==> src/hdl/bsc_pkg.sv <==
// Constants, field layouts and carrier types of the bridge split-control and sticky error-status registers.
// Assumes configuration cycles arrive already decoded to one dword offset and one bridge function.

`default_nettype none

package bsc_pkg;

  // Register offsets, as byte addresses in configuration space.
  localparam logic [7:0] OFS_SPLIT_CTL = 8'h5c;
  localparam logic [7:0] OFS_ERR_STS = 8'h60;

  // Split control layout and reset values.
  localparam logic [31:0] SPLIT_CTL_RESET = 32'h0000ffff;
  localparam logic [15:0] SPLIT_LIMIT_RESET = 16'h0000;
  localparam logic [15:0] SPLIT_CAPACITY = 16'hffff;
  localparam int POS_SPLIT_LIMIT = 16;

  // Error status field positions.
  localparam int POS_BUS_AGENT = 21;
  localparam int POS_HUB_AGENT = 20;
  localparam int POS_RSVD_LO = 16;
  localparam int POS_NF_ENABLE = 15;
  localparam int POS_PAR_NF = 14;
  localparam int POS_HUB_TA = 13;
  localparam int POS_NF_LO = 8;
  localparam int POS_BUS_APAR = 0;
  localparam int POS_BUS_DPAR = 2;

  // Bus agent codes with a fixed meaning.
  localparam logic [2:0] AGENT_RESERVED = 3'h6;
  localparam logic [2:0] AGENT_BRIDGE = 3'h7;

  // Function numbering inside this block.
  localparam int FN_DEV29 = 0;
  localparam int FN_DEV31 = 1;
  localparam int NUM_FN = 2;

  // One configuration cycle, offered for one clock.
  typedef struct packed {
    logic wr;
    logic rd;
    logic dev31;
    logic [5:0] dw_addr;
    logic [3:0] be;
    logic [31:0] wdata;
  } bsc_cfg_req_type;

  // Error events and lower status bits of one bridge function.
  typedef struct packed {
    logic [12:0] low_status;
    logic buf_fatal;
    logic bus_fail_evt;
    logic [2:0] bus_agent;
    logic hub_fail_evt;
    logic hub_agent;
    logic hub_ta;
  } bsc_err_evt_type;

endpackage : bsc_pkg

`default_nettype wire

==> src/hdl/bsc_ras_status.sv <==
// Sticky error status register of one bridge function.
// Assumes writes arrive as one-cycle strobes with byte enables and that bits 12:0 are kept elsewhere.

`default_nettype none

module bsc_ras_status #(
  parameter bit HUB_VISIBLE = 1'b0
) (
  // Clock and reset; reset only qualifies checks, the state is sticky.
  input wire logic ref_clk_i,
  input wire logic reset_n_i,
  // Register write port.
  input wire logic wr_i,
  input wire logic [2:0] be_i,
  input wire logic [23:0] wdata_i,
  // Error events.
  input wire bsc_pkg::bsc_err_evt_type evt_i,
  // Register contents.
  output logic [23:0] status_o
);

  logic [2:0] bus_agent_ff;
  logic [2:0] nxt_bus_agent_ff;
  logic hub_agent_ff;
  logic nxt_hub_agent_ff;
  logic nf_enable_ff;
  logic nxt_nf_enable_ff;
  logic par_nf_ff;
  logic nxt_par_nf_ff;
  logic hub_ta_ff;
  logic nxt_hub_ta_ff;
  logic wr_hi;

  assign wr_hi = wr_i & be_i[1];

  logic ran_ff;
  logic nxt_ran_ff;

  // Set once reset has been released; the power-on contents are unknown, so the sticky check waits for this.
  always_comb begin
    nxt_ran_ff = ran_ff | reset_n_i;
  end

  always_ff @(posedge ref_clk_i) begin
    ran_ff <= nxt_ran_ff;
  end

  // Next values; a new bus event, or a hub event when HUB_VISIBLE is set, overrides an older capture so the field names the latest failure.
  always_comb begin
    nxt_bus_agent_ff = bus_agent_ff;
    nxt_hub_agent_ff = hub_agent_ff;
    nxt_nf_enable_ff = nf_enable_ff;
    nxt_par_nf_ff = par_nf_ff;
    if (evt_i.bus_fail_evt) begin
      nxt_bus_agent_ff = evt_i.bus_agent;
    end
    if (HUB_VISIBLE && evt_i.hub_fail_evt) begin
      nxt_hub_agent_ff = evt_i.hub_agent;
    end
    if (wr_hi) begin
      nxt_nf_enable_ff = wdata_i[bsc_pkg::POS_NF_ENABLE];
      nxt_par_nf_ff = wdata_i[bsc_pkg::POS_PAR_NF];
    end
    // The set wins over a clear in the same cycle so no abort is lost.
    nxt_hub_ta_ff = (HUB_VISIBLE & evt_i.hub_ta) |
                    (hub_ta_ff & ~(wr_hi & wdata_i[bsc_pkg::POS_HUB_TA]));
  end

  // No reset branch: logged errors must survive a reset of the bridge.
  always_ff @(posedge ref_clk_i) begin
    bus_agent_ff <= nxt_bus_agent_ff;
    hub_agent_ff <= nxt_hub_agent_ff;
    nf_enable_ff <= nxt_nf_enable_ff;
    par_nf_ff <= nxt_par_nf_ff;
    hub_ta_ff <= nxt_hub_ta_ff;
  end

  // Hub fields read as zero outside the device-31 function; reserved bits always read zero.
  assign status_o = {bus_agent_ff, hub_agent_ff & HUB_VISIBLE, 4'h0, nf_enable_ff, par_nf_ff,
                     hub_ta_ff & HUB_VISIBLE, evt_i.low_status};
endmodule : bsc_ras_status

`default_nettype wire

==> src/hdl/bsc_ctl.sv <==
// Split-control and sticky error-status configuration registers of both bridge functions, with the error pin.
// Assumes configuration cycles come one at a time, decoded to a dword offset and a function select.

`default_nettype none

module bsc_ctl (
  // Clock and synchronous reset.
  input wire logic ref_clk_i,
  input wire logic reset_n_i,
  // Configuration access.
  input wire bsc_pkg::bsc_cfg_req_type cfg_req_i,
  output logic cfg_ack_o,
  output logic [31:0] cfg_rdata_o,
  // Error events of each function.
  input wire bsc_pkg::bsc_err_evt_type evt_dev29_i,
  input wire bsc_pkg::bsc_err_evt_type evt_dev31_i,
  // Error signalling and hub-side class.
  output logic error_output_pin_n_o,
  output logic hub_parity_nonfatal_o,
  // Stored split limits, for diagnostics only.
  output logic [15:0] split_limit_dev29_o,
  output logic [15:0] split_limit_dev31_o
);

  bsc_pkg::bsc_err_evt_type evt [bsc_pkg::NUM_FN];
  logic [bsc_pkg::NUM_FN-1:0][23:0] sts;
  logic [bsc_pkg::NUM_FN-1:0][15:0] split_limit_ff;
  logic [bsc_pkg::NUM_FN-1:0] fatal;
  logic [bsc_pkg::NUM_FN-1:0] nonfatal;
  logic hit_split;
  logic hit_sts;
  logic ack_ff;
  logic nxt_ack_ff;
  logic [31:0] rdata_ff;
  logic [31:0] nxt_rdata_ff;
  logic err_ff;
  logic nxt_err_ff;
  logic [bsc_pkg::NUM_FN-1:0][15:0] nxt_split_limit_ff;

  assign evt[bsc_pkg::FN_DEV29] = evt_dev29_i;
  assign evt[bsc_pkg::FN_DEV31] = evt_dev31_i;

  // Offset decode, shared by both functions.
  assign hit_split = cfg_req_i.dw_addr == bsc_pkg::OFS_SPLIT_CTL[7:2];
  assign hit_sts = cfg_req_i.dw_addr == bsc_pkg::OFS_ERR_STS[7:2];

  // Per-function registers and error classification.
  for (genvar g = 0; g < bsc_pkg::NUM_FN; g++) begin : g_fn
    logic fn_sel;
    logic par_nf;
    logic bus_par;

    assign fn_sel = cfg_req_i.dev31 == (g == bsc_pkg::FN_DEV31);

    // Limit bytes follow the byte enables; the stored value steers nothing in the buffers.
    always_comb begin
      nxt_split_limit_ff[g] = split_limit_ff[g];
      if (cfg_req_i.wr && fn_sel && hit_split) begin
        if (cfg_req_i.be[2]) begin
          nxt_split_limit_ff[g][7:0] = cfg_req_i.wdata[23:16];
        end
        if (cfg_req_i.be[3]) begin
          nxt_split_limit_ff[g][15:8] = cfg_req_i.wdata[31:24];
        end
      end
    end

    always_ff @(posedge ref_clk_i) begin
      if (!reset_n_i) begin
        split_limit_ff[g] <= bsc_pkg::SPLIT_LIMIT_RESET;
      end else begin
        split_limit_ff[g] <= nxt_split_limit_ff[g];
      end
    end

    bsc_ras_status #(
      .HUB_VISIBLE(g == bsc_pkg::FN_DEV31)
    ) u_status (
      .ref_clk_i(ref_clk_i),
      .reset_n_i(reset_n_i),
      .wr_i(cfg_req_i.wr && fn_sel && hit_sts),
      .be_i(cfg_req_i.be[2:0]),
      .wdata_i(cfg_req_i.wdata[23:0]),
      .evt_i(evt[g]),
      .status_o(sts[g])
    );

    // Each function classifies its own bus parity errors with its own class bit.
    assign par_nf = sts[g][bsc_pkg::POS_PAR_NF];
    assign bus_par = sts[g][bsc_pkg::POS_BUS_APAR] | sts[g][bsc_pkg::POS_BUS_DPAR];
    assign fatal[g] = (~par_nf & bus_par) | evt[g].buf_fatal;
    assign nonfatal[g] = sts[g][bsc_pkg::POS_NF_ENABLE] &
                         ((|sts[g][bsc_pkg::POS_HUB_TA:bsc_pkg::POS_NF_LO]) | (par_nf & bus_par));
  end

  // Hub-side logic listens to the device-31 copy only; a mismatched device-29 copy is ignored.
  assign hub_parity_nonfatal_o = sts[bsc_pkg::FN_DEV31][bsc_pkg::POS_PAR_NF];

  // Read data: the capacity half is a constant, and the top byte of the status register reads zero.
  always_comb begin
    nxt_ack_ff = cfg_req_i.wr | cfg_req_i.rd;
    nxt_rdata_ff = rdata_ff;
    if (cfg_req_i.rd) begin
      nxt_rdata_ff = 32'h00000000;
      if (hit_split) begin
        nxt_rdata_ff = {split_limit_ff[cfg_req_i.dev31], bsc_pkg::SPLIT_CAPACITY};
      end else if (hit_sts) begin
        nxt_rdata_ff = {8'h00, sts[cfg_req_i.dev31]};
      end
    end
  end

  // Answer one cycle after the request; unmapped offsets read zero and drop writes.
  always_ff @(posedge ref_clk_i) begin
    if (!reset_n_i) begin
      ack_ff <= 1'b0;
      rdata_ff <= 32'h00000000;
    end else begin
      ack_ff <= nxt_ack_ff;
      rdata_ff <= nxt_rdata_ff;
    end
  end

  // The pin is a registered level so a glitch on the status decode never reaches the board.
  always_comb begin
    nxt_err_ff = |(fatal | nonfatal);
  end

  always_ff @(posedge ref_clk_i) begin
    if (!reset_n_i) begin
      err_ff <= 1'b0;
    end else begin
      err_ff <= nxt_err_ff;
    end
  end

  assign cfg_ack_o = ack_ff;
  assign cfg_rdata_o = rdata_ff;
  assign error_output_pin_n_o = ~err_ff;
  assign split_limit_dev29_o = split_limit_ff[bsc_pkg::FN_DEV29];
  assign split_limit_dev31_o = split_limit_ff[bsc_pkg::FN_DEV31];

  logic rd_sts31;
  logic rd_sts29;
  logic rd_split;
  assign rd_sts31 = cfg_req_i.rd && cfg_req_i.dev31 && hit_sts;
  assign rd_sts29 = cfg_req_i.rd && !cfg_req_i.dev31 && hit_sts;
  assign rd_split = cfg_req_i.rd && hit_split;
endmodule : bsc_ctl

`default_nettype wire

==> config.mk <==
export PLATFORM = sky130hd
export DESIGN_NAME = bsc_ctl
export DESIGN_NICKNAME = d
export VERILOG_FILES = /design/src/hdl/bsc_pkg.sv /design/src/hdl/bsc_ras_status.sv /design/src/hdl/bsc_ctl.sv
export SDC_FILE = /design/constraint.sdc
export NUM_CORES = 1
export LEC_CHECK = 0
export BUFFER_PORTS_ARGS = -buffer_cell sky130_fd_sc_hd__buf_2
export CORE_MARGIN = 3
export CORE_UTILIZATION = 47
export CTS_CLUSTER_SIZE = 25
export DETAILED_ROUTE_END_ITERATION = 7
export GPL_TIMING_DRIVEN = 0
export HOLD_SLACK_MARGIN = 0.12
export PLACE_DENSITY_LB_ADDON = 0.2
export SYNTH_ARGS = -nofsm -noshare
export SYNTH_HDL_FRONTEND = slang
export SYNTH_SLANG_ARGS = --single-unit
==> constraint.sdc <==
create_clock -name ref_clk_i -period 1.5 [get_ports ref_clk_i]
set_input_delay 0.15 -clock ref_clk_i [delete_from_list [all_inputs] [get_ports ref_clk_i]]
set_output_delay 0.15 -clock ref_clk_i [all_outputs]
set_load 0.05 [all_outputs]
# ---- Word-level counts from Yosys, hierarchy flattened
# Index checks and enable logic that the tools add are counted.
dict set report totals {
  ff_bits 78
  latchBits 0
  mem_bits_rw 0
  mem_bits_ro 0
  output_inout_bits 67
  memories 0
}
dict set report op_classes {
  n_addsub 0
  n_mul 0
  div_mod_pow 0
  n_lt_le_gt_ge 1
  eq_ne 2
  shifts 0
  mux 6
  n_bitwise 24
  n_reduce_logical 13
}
# op count
set op_table {}
lappend op_table {{$mux 24} 3}
lappend op_table {{$mux 16} 2}
lappend op_table {{$mux 32} 1}
lappend op_table {{$eq 6x5->1 const B} 2}
lappend op_table {{$and 1x1->1} 10}
lappend op_table {{$or 1x1->1} 8}
lappend op_table {{$reduce_and 2->1} 4}
lappend op_table {{$logic_and 1x1->1} 6}
lappend op_table {{$reduce_or 6->1} 1}
lappend op_table {{$not 1->1} 5}
lappend op_table {{$reduce_or 5->1} 1}
lappend op_table {{$lt 1x2->1 const B} 1}
lappend op_table {{$or 2x2->2} 1}
lappend op_table {{$reduce_or 2->1} 1}

# ---- Logic depth before layout (Yosys ltp)
dict set report depth {
  depth_word 7
  ltp_mapped 6
  mapped_depth_nobuf 4
}

# ---- By module
# From an unflattened synthesis, not the netlist that was laid out.
dict set report hier_totals {
  cells_unflattened 394
  area_unflattened_um2 3883.7
}
# module n_inst cells_per_inst area_per_inst_um2
set by_module_without_submodules {}
lappend by_module_without_submodules {bsc_ctl 1 334 3184.3}
lappend by_module_without_submodules {{bsc_ras_status at g_fn[1].u_status} 1 32 381.6}
lappend by_module_without_submodules {{bsc_ras_status at g_fn[0].u_status} 1 28 317.8}

# ---- Least setup slack after synthesis
# Ideal clock, no wire load.
dict set report synth_path {
  path_type {reg-to-reg}
  start {register g_fn[1].u_status.par_nf_ff}
  end {register rdata_ff[14], in the netlist cfg_rdata_o[14]}
  t_arrival_ps 1119
  path_slack_ps 265
  stages_incl_launch_ff 4
  path_buffers 0
  cell_sequence {edfxtp_1 -> mux2_2 -> a21oi_1 -> nor2_1}
}
dict set report synth_via {
  elab_chain_len 4
}
# item line_no
set synth_lines {}
lappend synth_lines {{start: declaration} bsc_ras_status.sv:28} ;# logic par_nf_ff;
lappend synth_lines {{start signal: assignment} bsc_ras_status.sv:74} ;# par_nf_ff <= nxt_par_nf_ff;
lappend synth_lines {{$mux 24 (implied by the code) (2 in series)} bsc_ctl.sv:108} ;# nxt_rdata_ff = {8'h00, sts[cfg_req_i.dev31]};
lappend synth_lines {{$mux 24} bsc_ctl.sv:107} ;# end else if (hit_sts) begin
lappend synth_lines {{$mux 32} bsc_ctl.sv:105} ;# if (hit_split) begin
lappend synth_lines {{end signal: assignment} bsc_ctl.sv:120} ;# rdata_ff <= nxt_rdata_ff;
lappend synth_lines {{end: declaration} bsc_ctl.sv:34} ;# logic [31:0] rdata_ff;
# No other way between the ends. The select of a mux whose other input is x is not followed.
# A chain may end at the register's enable or synchronous reset.

# ---- Worst setup path after layout
dict set report layout_path {
  start {input cfg_req_i[41] (netlist bit)}
  end {register g_fn[1].u_status.hub_ta_ff}
}
dict set report layout_via {
  elab_chain_len 7
}
# item line_no
set layout_lines {}
lappend layout_lines {{start: declaration} bsc_ctl.sv:11} ;# input wire bsc_pkg::bsc_cfg_req_type cfg_req_i,
lappend layout_lines {{$eq 6x5->1} bsc_ctl.sv:45} ;# assign hit_sts = cfg_req_i.dw_addr == bsc_pkg::OFS_ERR_STS[7:2];
lappend layout_lines {{$logic_and 1x1->1} bsc_ctl.sv:81} ;# .wr_i(cfg_req_i.wr && fn_sel && hit_sts),
lappend layout_lines {{$and 1x1->1} bsc_ras_status.sv:34} ;# assign wr_hi = wr_i & be_i[1];
lappend layout_lines {{via g_fn[1].u_status.wr_hi} bsc_ras_status.sv:32} ;# logic wr_hi;
lappend layout_lines {{$and 1x1->1} bsc_ras_status.sv:66} ;# (hub_ta_ff & ~(wr_hi & wdata_i[bsc_pkg::POS_HUB_TA]));
lappend layout_lines {{$not 1->1} bsc_ras_status.sv:66}
lappend layout_lines {{$and 1x1->1} bsc_ras_status.sv:66}
lappend layout_lines {{$or 1x1->1} bsc_ras_status.sv:65} ;# nxt_hub_ta_ff = (HUB_VISIBLE & evt_i.hub_ta) |
lappend layout_lines {{via g_fn[1].u_status.nxt_hub_ta_ff} bsc_ras_status.sv:31} ;# logic nxt_hub_ta_ff;
lappend layout_lines {{end signal: assignment} bsc_ras_status.sv:75} ;# hub_ta_ff <= nxt_hub_ta_ff;
lappend layout_lines {{end: declaration} bsc_ras_status.sv:30} ;# logic hub_ta_ff;
# The timed path passes the listed nets, and every way through them passes these cells.

==> key figures <==
Placed design
  • PortBufs: 137
  • # placed instances: 574
  • GPL Wtd Cong: 0.808
  • Detailed placement HPWL: 6930 microns
  • Pre-CTS setup slack: 0.0634 ns

Timing
  • Final WS setup: 0.0770 ns
  • Hold Slack: 0.180 ns
  • Worst-Margin Slew: 0.609 ns
  • RSZ-0062 raised after global routing: no
  • Relative slew slack: 0.594
  • Tmin final: 1.42 ns
  • Fin. max-slew vios: 0
  • Final period util: 0.949
  • Setup Skew: 0.00788 ns
  • Setup Total Neg Slack: 0 ns
  • Final setup viols: 0
  • Max Fclk: 703 MHz
  • Hold violation count in the final report: 0

Die
  • DIE HEIGHT: 91.4 microns
  • Die area: 8350 sq um
  • Core ar.: 6940 sq um
  • Die Span X: 91.4 microns
  • Row count: 30
  • Initial Utilization: 0.494
  • IO Pins: 156

Cells and area
  • # diodes: 0
  • Most frequent cells in the layout: 142 x buf_2, 67 x dfxtp_1, 51 x mux2i_1
  • Most common cell after layout, fill and taps aside: buf_2
  • # nets final: 611
  • Layout cell share with drive strength beyond 1: 0.378
  • Fillers: 571
  • Layout Cells excl Fill: 623
  • Final core occ: 0.691
  • Synthesis-to-finish area growth: 40.1%
  • Total area of sequential cells: 1670 sq um
  • Area of the multi-input gates: 1600 sq um

Global route
  • Largest net degree at the start of global routing: 13
  • Initial antenna violation count: 0
  • Gr usage total: 0.230
  • First-pass GRT wire length: 15300 microns
  • GRT overflow: 0
  • Number of global-route vias before repair: 3220

CTS
  • Clock insertion delay at the later pin of the skew report: 0.34 ns
  • CTS Buffer Depth: 2
  • H-tree levels: 3
  • Clk sinks: 78
  • Post-CTS Setup Inserts: 0
  • CTS tree: done
  • CTS buffer count: 9
  • Clock root cell: clkbuf_8
  • CTS clock-pin slew for the worst setup and hold paths: 0.07 ns

Setup path
  • Worst Setup Start Kind: input port
  • Critical Path RT: 1.73 ns
  • Crit path capture type: register
  • Reg2Reg Setup Slack: 0.12 ns
  • Worst Setup Path Type: in -> reg
  • Reg2reg end: err_ff$_SDFF_PN0_
  • Arr. time, crit path: 1.65 ns
  • Crit path max fanout: 6
  • R2R cell count: 4
  • RR Startpoint: g_fn[1].u_status.par_nf_ff$_DFFE_PP_

Worst hold path
  • Hold Path Depth: 3
  • Hold Crit Class: in -> reg
  • Worst hold endpoint: cfg_rdata_o[18]$_SDFFE_PN0P_
  • Hold Startpoint: reset_n_i

Synthesis
  • Post-synth EDFFs: 11
  • Syn Area/Cell: 10.0 sq um
  • Syn nets: 430
  • Top cells by area, synth: dfxtp_1 39%, mux2i_1 15%, edfxtp_1 9.6%
  • Post-Syn Instances: 341
  • Ys async rst share: 0
  • Synth area leader: dfxtp_1
  • Sequential share of the synthesized area: 0.488
  • Unique masters post-synth: 35
  • Yosys top cell area share: 0.391
  • Ys Warns: 0
  • Flop and latch count out of synthesis: 78
  • Area of the mapped netlist: 3430 sq um
  • Ys flop type: dfxtp_1

Drt
  • WL/cell: 15.4 microns
  • Routed vias/inst: 5.08
  • Routed vias: 3162
  • DRC Markers: 0
  • 1st-pass router iterations: 4
  • Overall routed net length: 9590 microns
  • DRT iter0 DRCs: 167
  • Final antenna-violating net count: 0

Job
  • Max cap viols: 0

Power
  • Worst supply voltage drop on vdd: 555 uV
  • PD cells: 946 nW/um^2
  • Lkg Pwr: 2.21 nW

Outcome
  • Outcome: finished, final reports clean
[worst max path at each step]
stage | to | depth (start not counted) | start
after floorplan | cfg_rdata_o[14]$_SDFFE_PN0P_ | 3 | g_fn[1].u_status.par_nf_ff$_DFFE_PP_
after global placement | cfg_rdata_o[23]$_SDFFE_PN0P_ | 7 | cfg_req_i[42]
after detailed placement | cfg_rdata_o[23]$_SDFFE_PN0P_ | 7 | cfg_req_i[42]
after CTS | g_fn[1].u_status.hub_ta_ff$_DFF_P_ | 6 | cfg_req_i[41]
after global routing | g_fn[1].u_status.hub_ta_ff$_DFF_P_ | 6 | cfg_req_i[41]
final | g_fn[1].u_status.hub_ta_ff$_DFF_P_ | 6 | cfg_req_i[41]
[sequential cells by signal, summed over array words and instances, names as in the netlist, 2 cells and up]
name and cells:
cfg_rdata_o 32, g_fn.u_status.bus_agent_ff 6, g_fn.u_status.nf_enable_ff 2, g_fn.u_status.par_nf_ff 2, split_limit_dev29_o 16, split_limit_dev31_o 16
[report_power, final]
group          switching [W]  total (W)  internal [W]
logic               0.000370   0.000619      0.000249
registers          0.0000208    0.00219       0.00217
clock network       0.000726    0.00173       0.00101
total                0.00112    0.00454       0.00342
[critical path, cell delays in order]
cell and delay [ns]:
buf_2 0.11, nand2b_2 0.24, nor4_2 0.19, and3_1 0.29, a31oi_1 0.10, dlygate4sd3_1 0.57
[layout make-up]
cell class | count | share of cell area
inverter | 4 | 0.00313
clock inverter | 2 | 0.00730
tap | 96 | 0.0250
sequential | 78 | 0.348
timing repair buffer | 170 | 0.212
multi-input combinational | 236 | 0.334
clock buffer | 14 | 0.0404
buffer | 23 | 0.0302
[per-stage QoR]
| step | cell area, sq um | total power, W |
|---|---|---|
| after floorplan | 3430 | 0.00258 |
| after global placement | 4230 | 0.00278 |
| after detailed placement | 4230 | 0.00279 |
| after CTS | 4790 | 0.00457 |
| after global routing | 4800 | 0.00472 |
| final | 4800 | 0.00454 |
[per-layer routing]
metal	vias to the layer above	track usage	wire length, microns
met5	-	0	0
met4	0	0.0842	159
met3	12	0.0456	656
met2	117	0.392	4750
met1	1483	0.285	4020
li1	1550	-	-
[logic make-up after synthesis]
| kind of cell | share of synthesized area |
|---|---|
| compound gates | 0.114 |
| mux | 0.198 |
| flops | 0.488 |
| buf+inv | 0.0467 |
| simple gates | 0.153 |
[Yosys cell counts, types with 3 or more instances]
library cell   n
dfxtp_1       67
o22ai_1        3
inv_1          3
o21ai_0       18
mux2_2        15
mux2i_1       51
nor4_1         3
edfxtp_1      11
buf_2          5
a21oi_1       21
buf_4          4
nor2_1        46
a211oi_2      10
buf_6          5
clkbuf_1       9
and3_1         5
nand2_1       42
[timing repair]
action                                  CTS  global route
endpoints found under the setup margin    0             1
hold buffers                             33             0
gates resized for setup                   0             2
endpoints found under the hold margin    53             0
(Power assumes the default switching activity.)
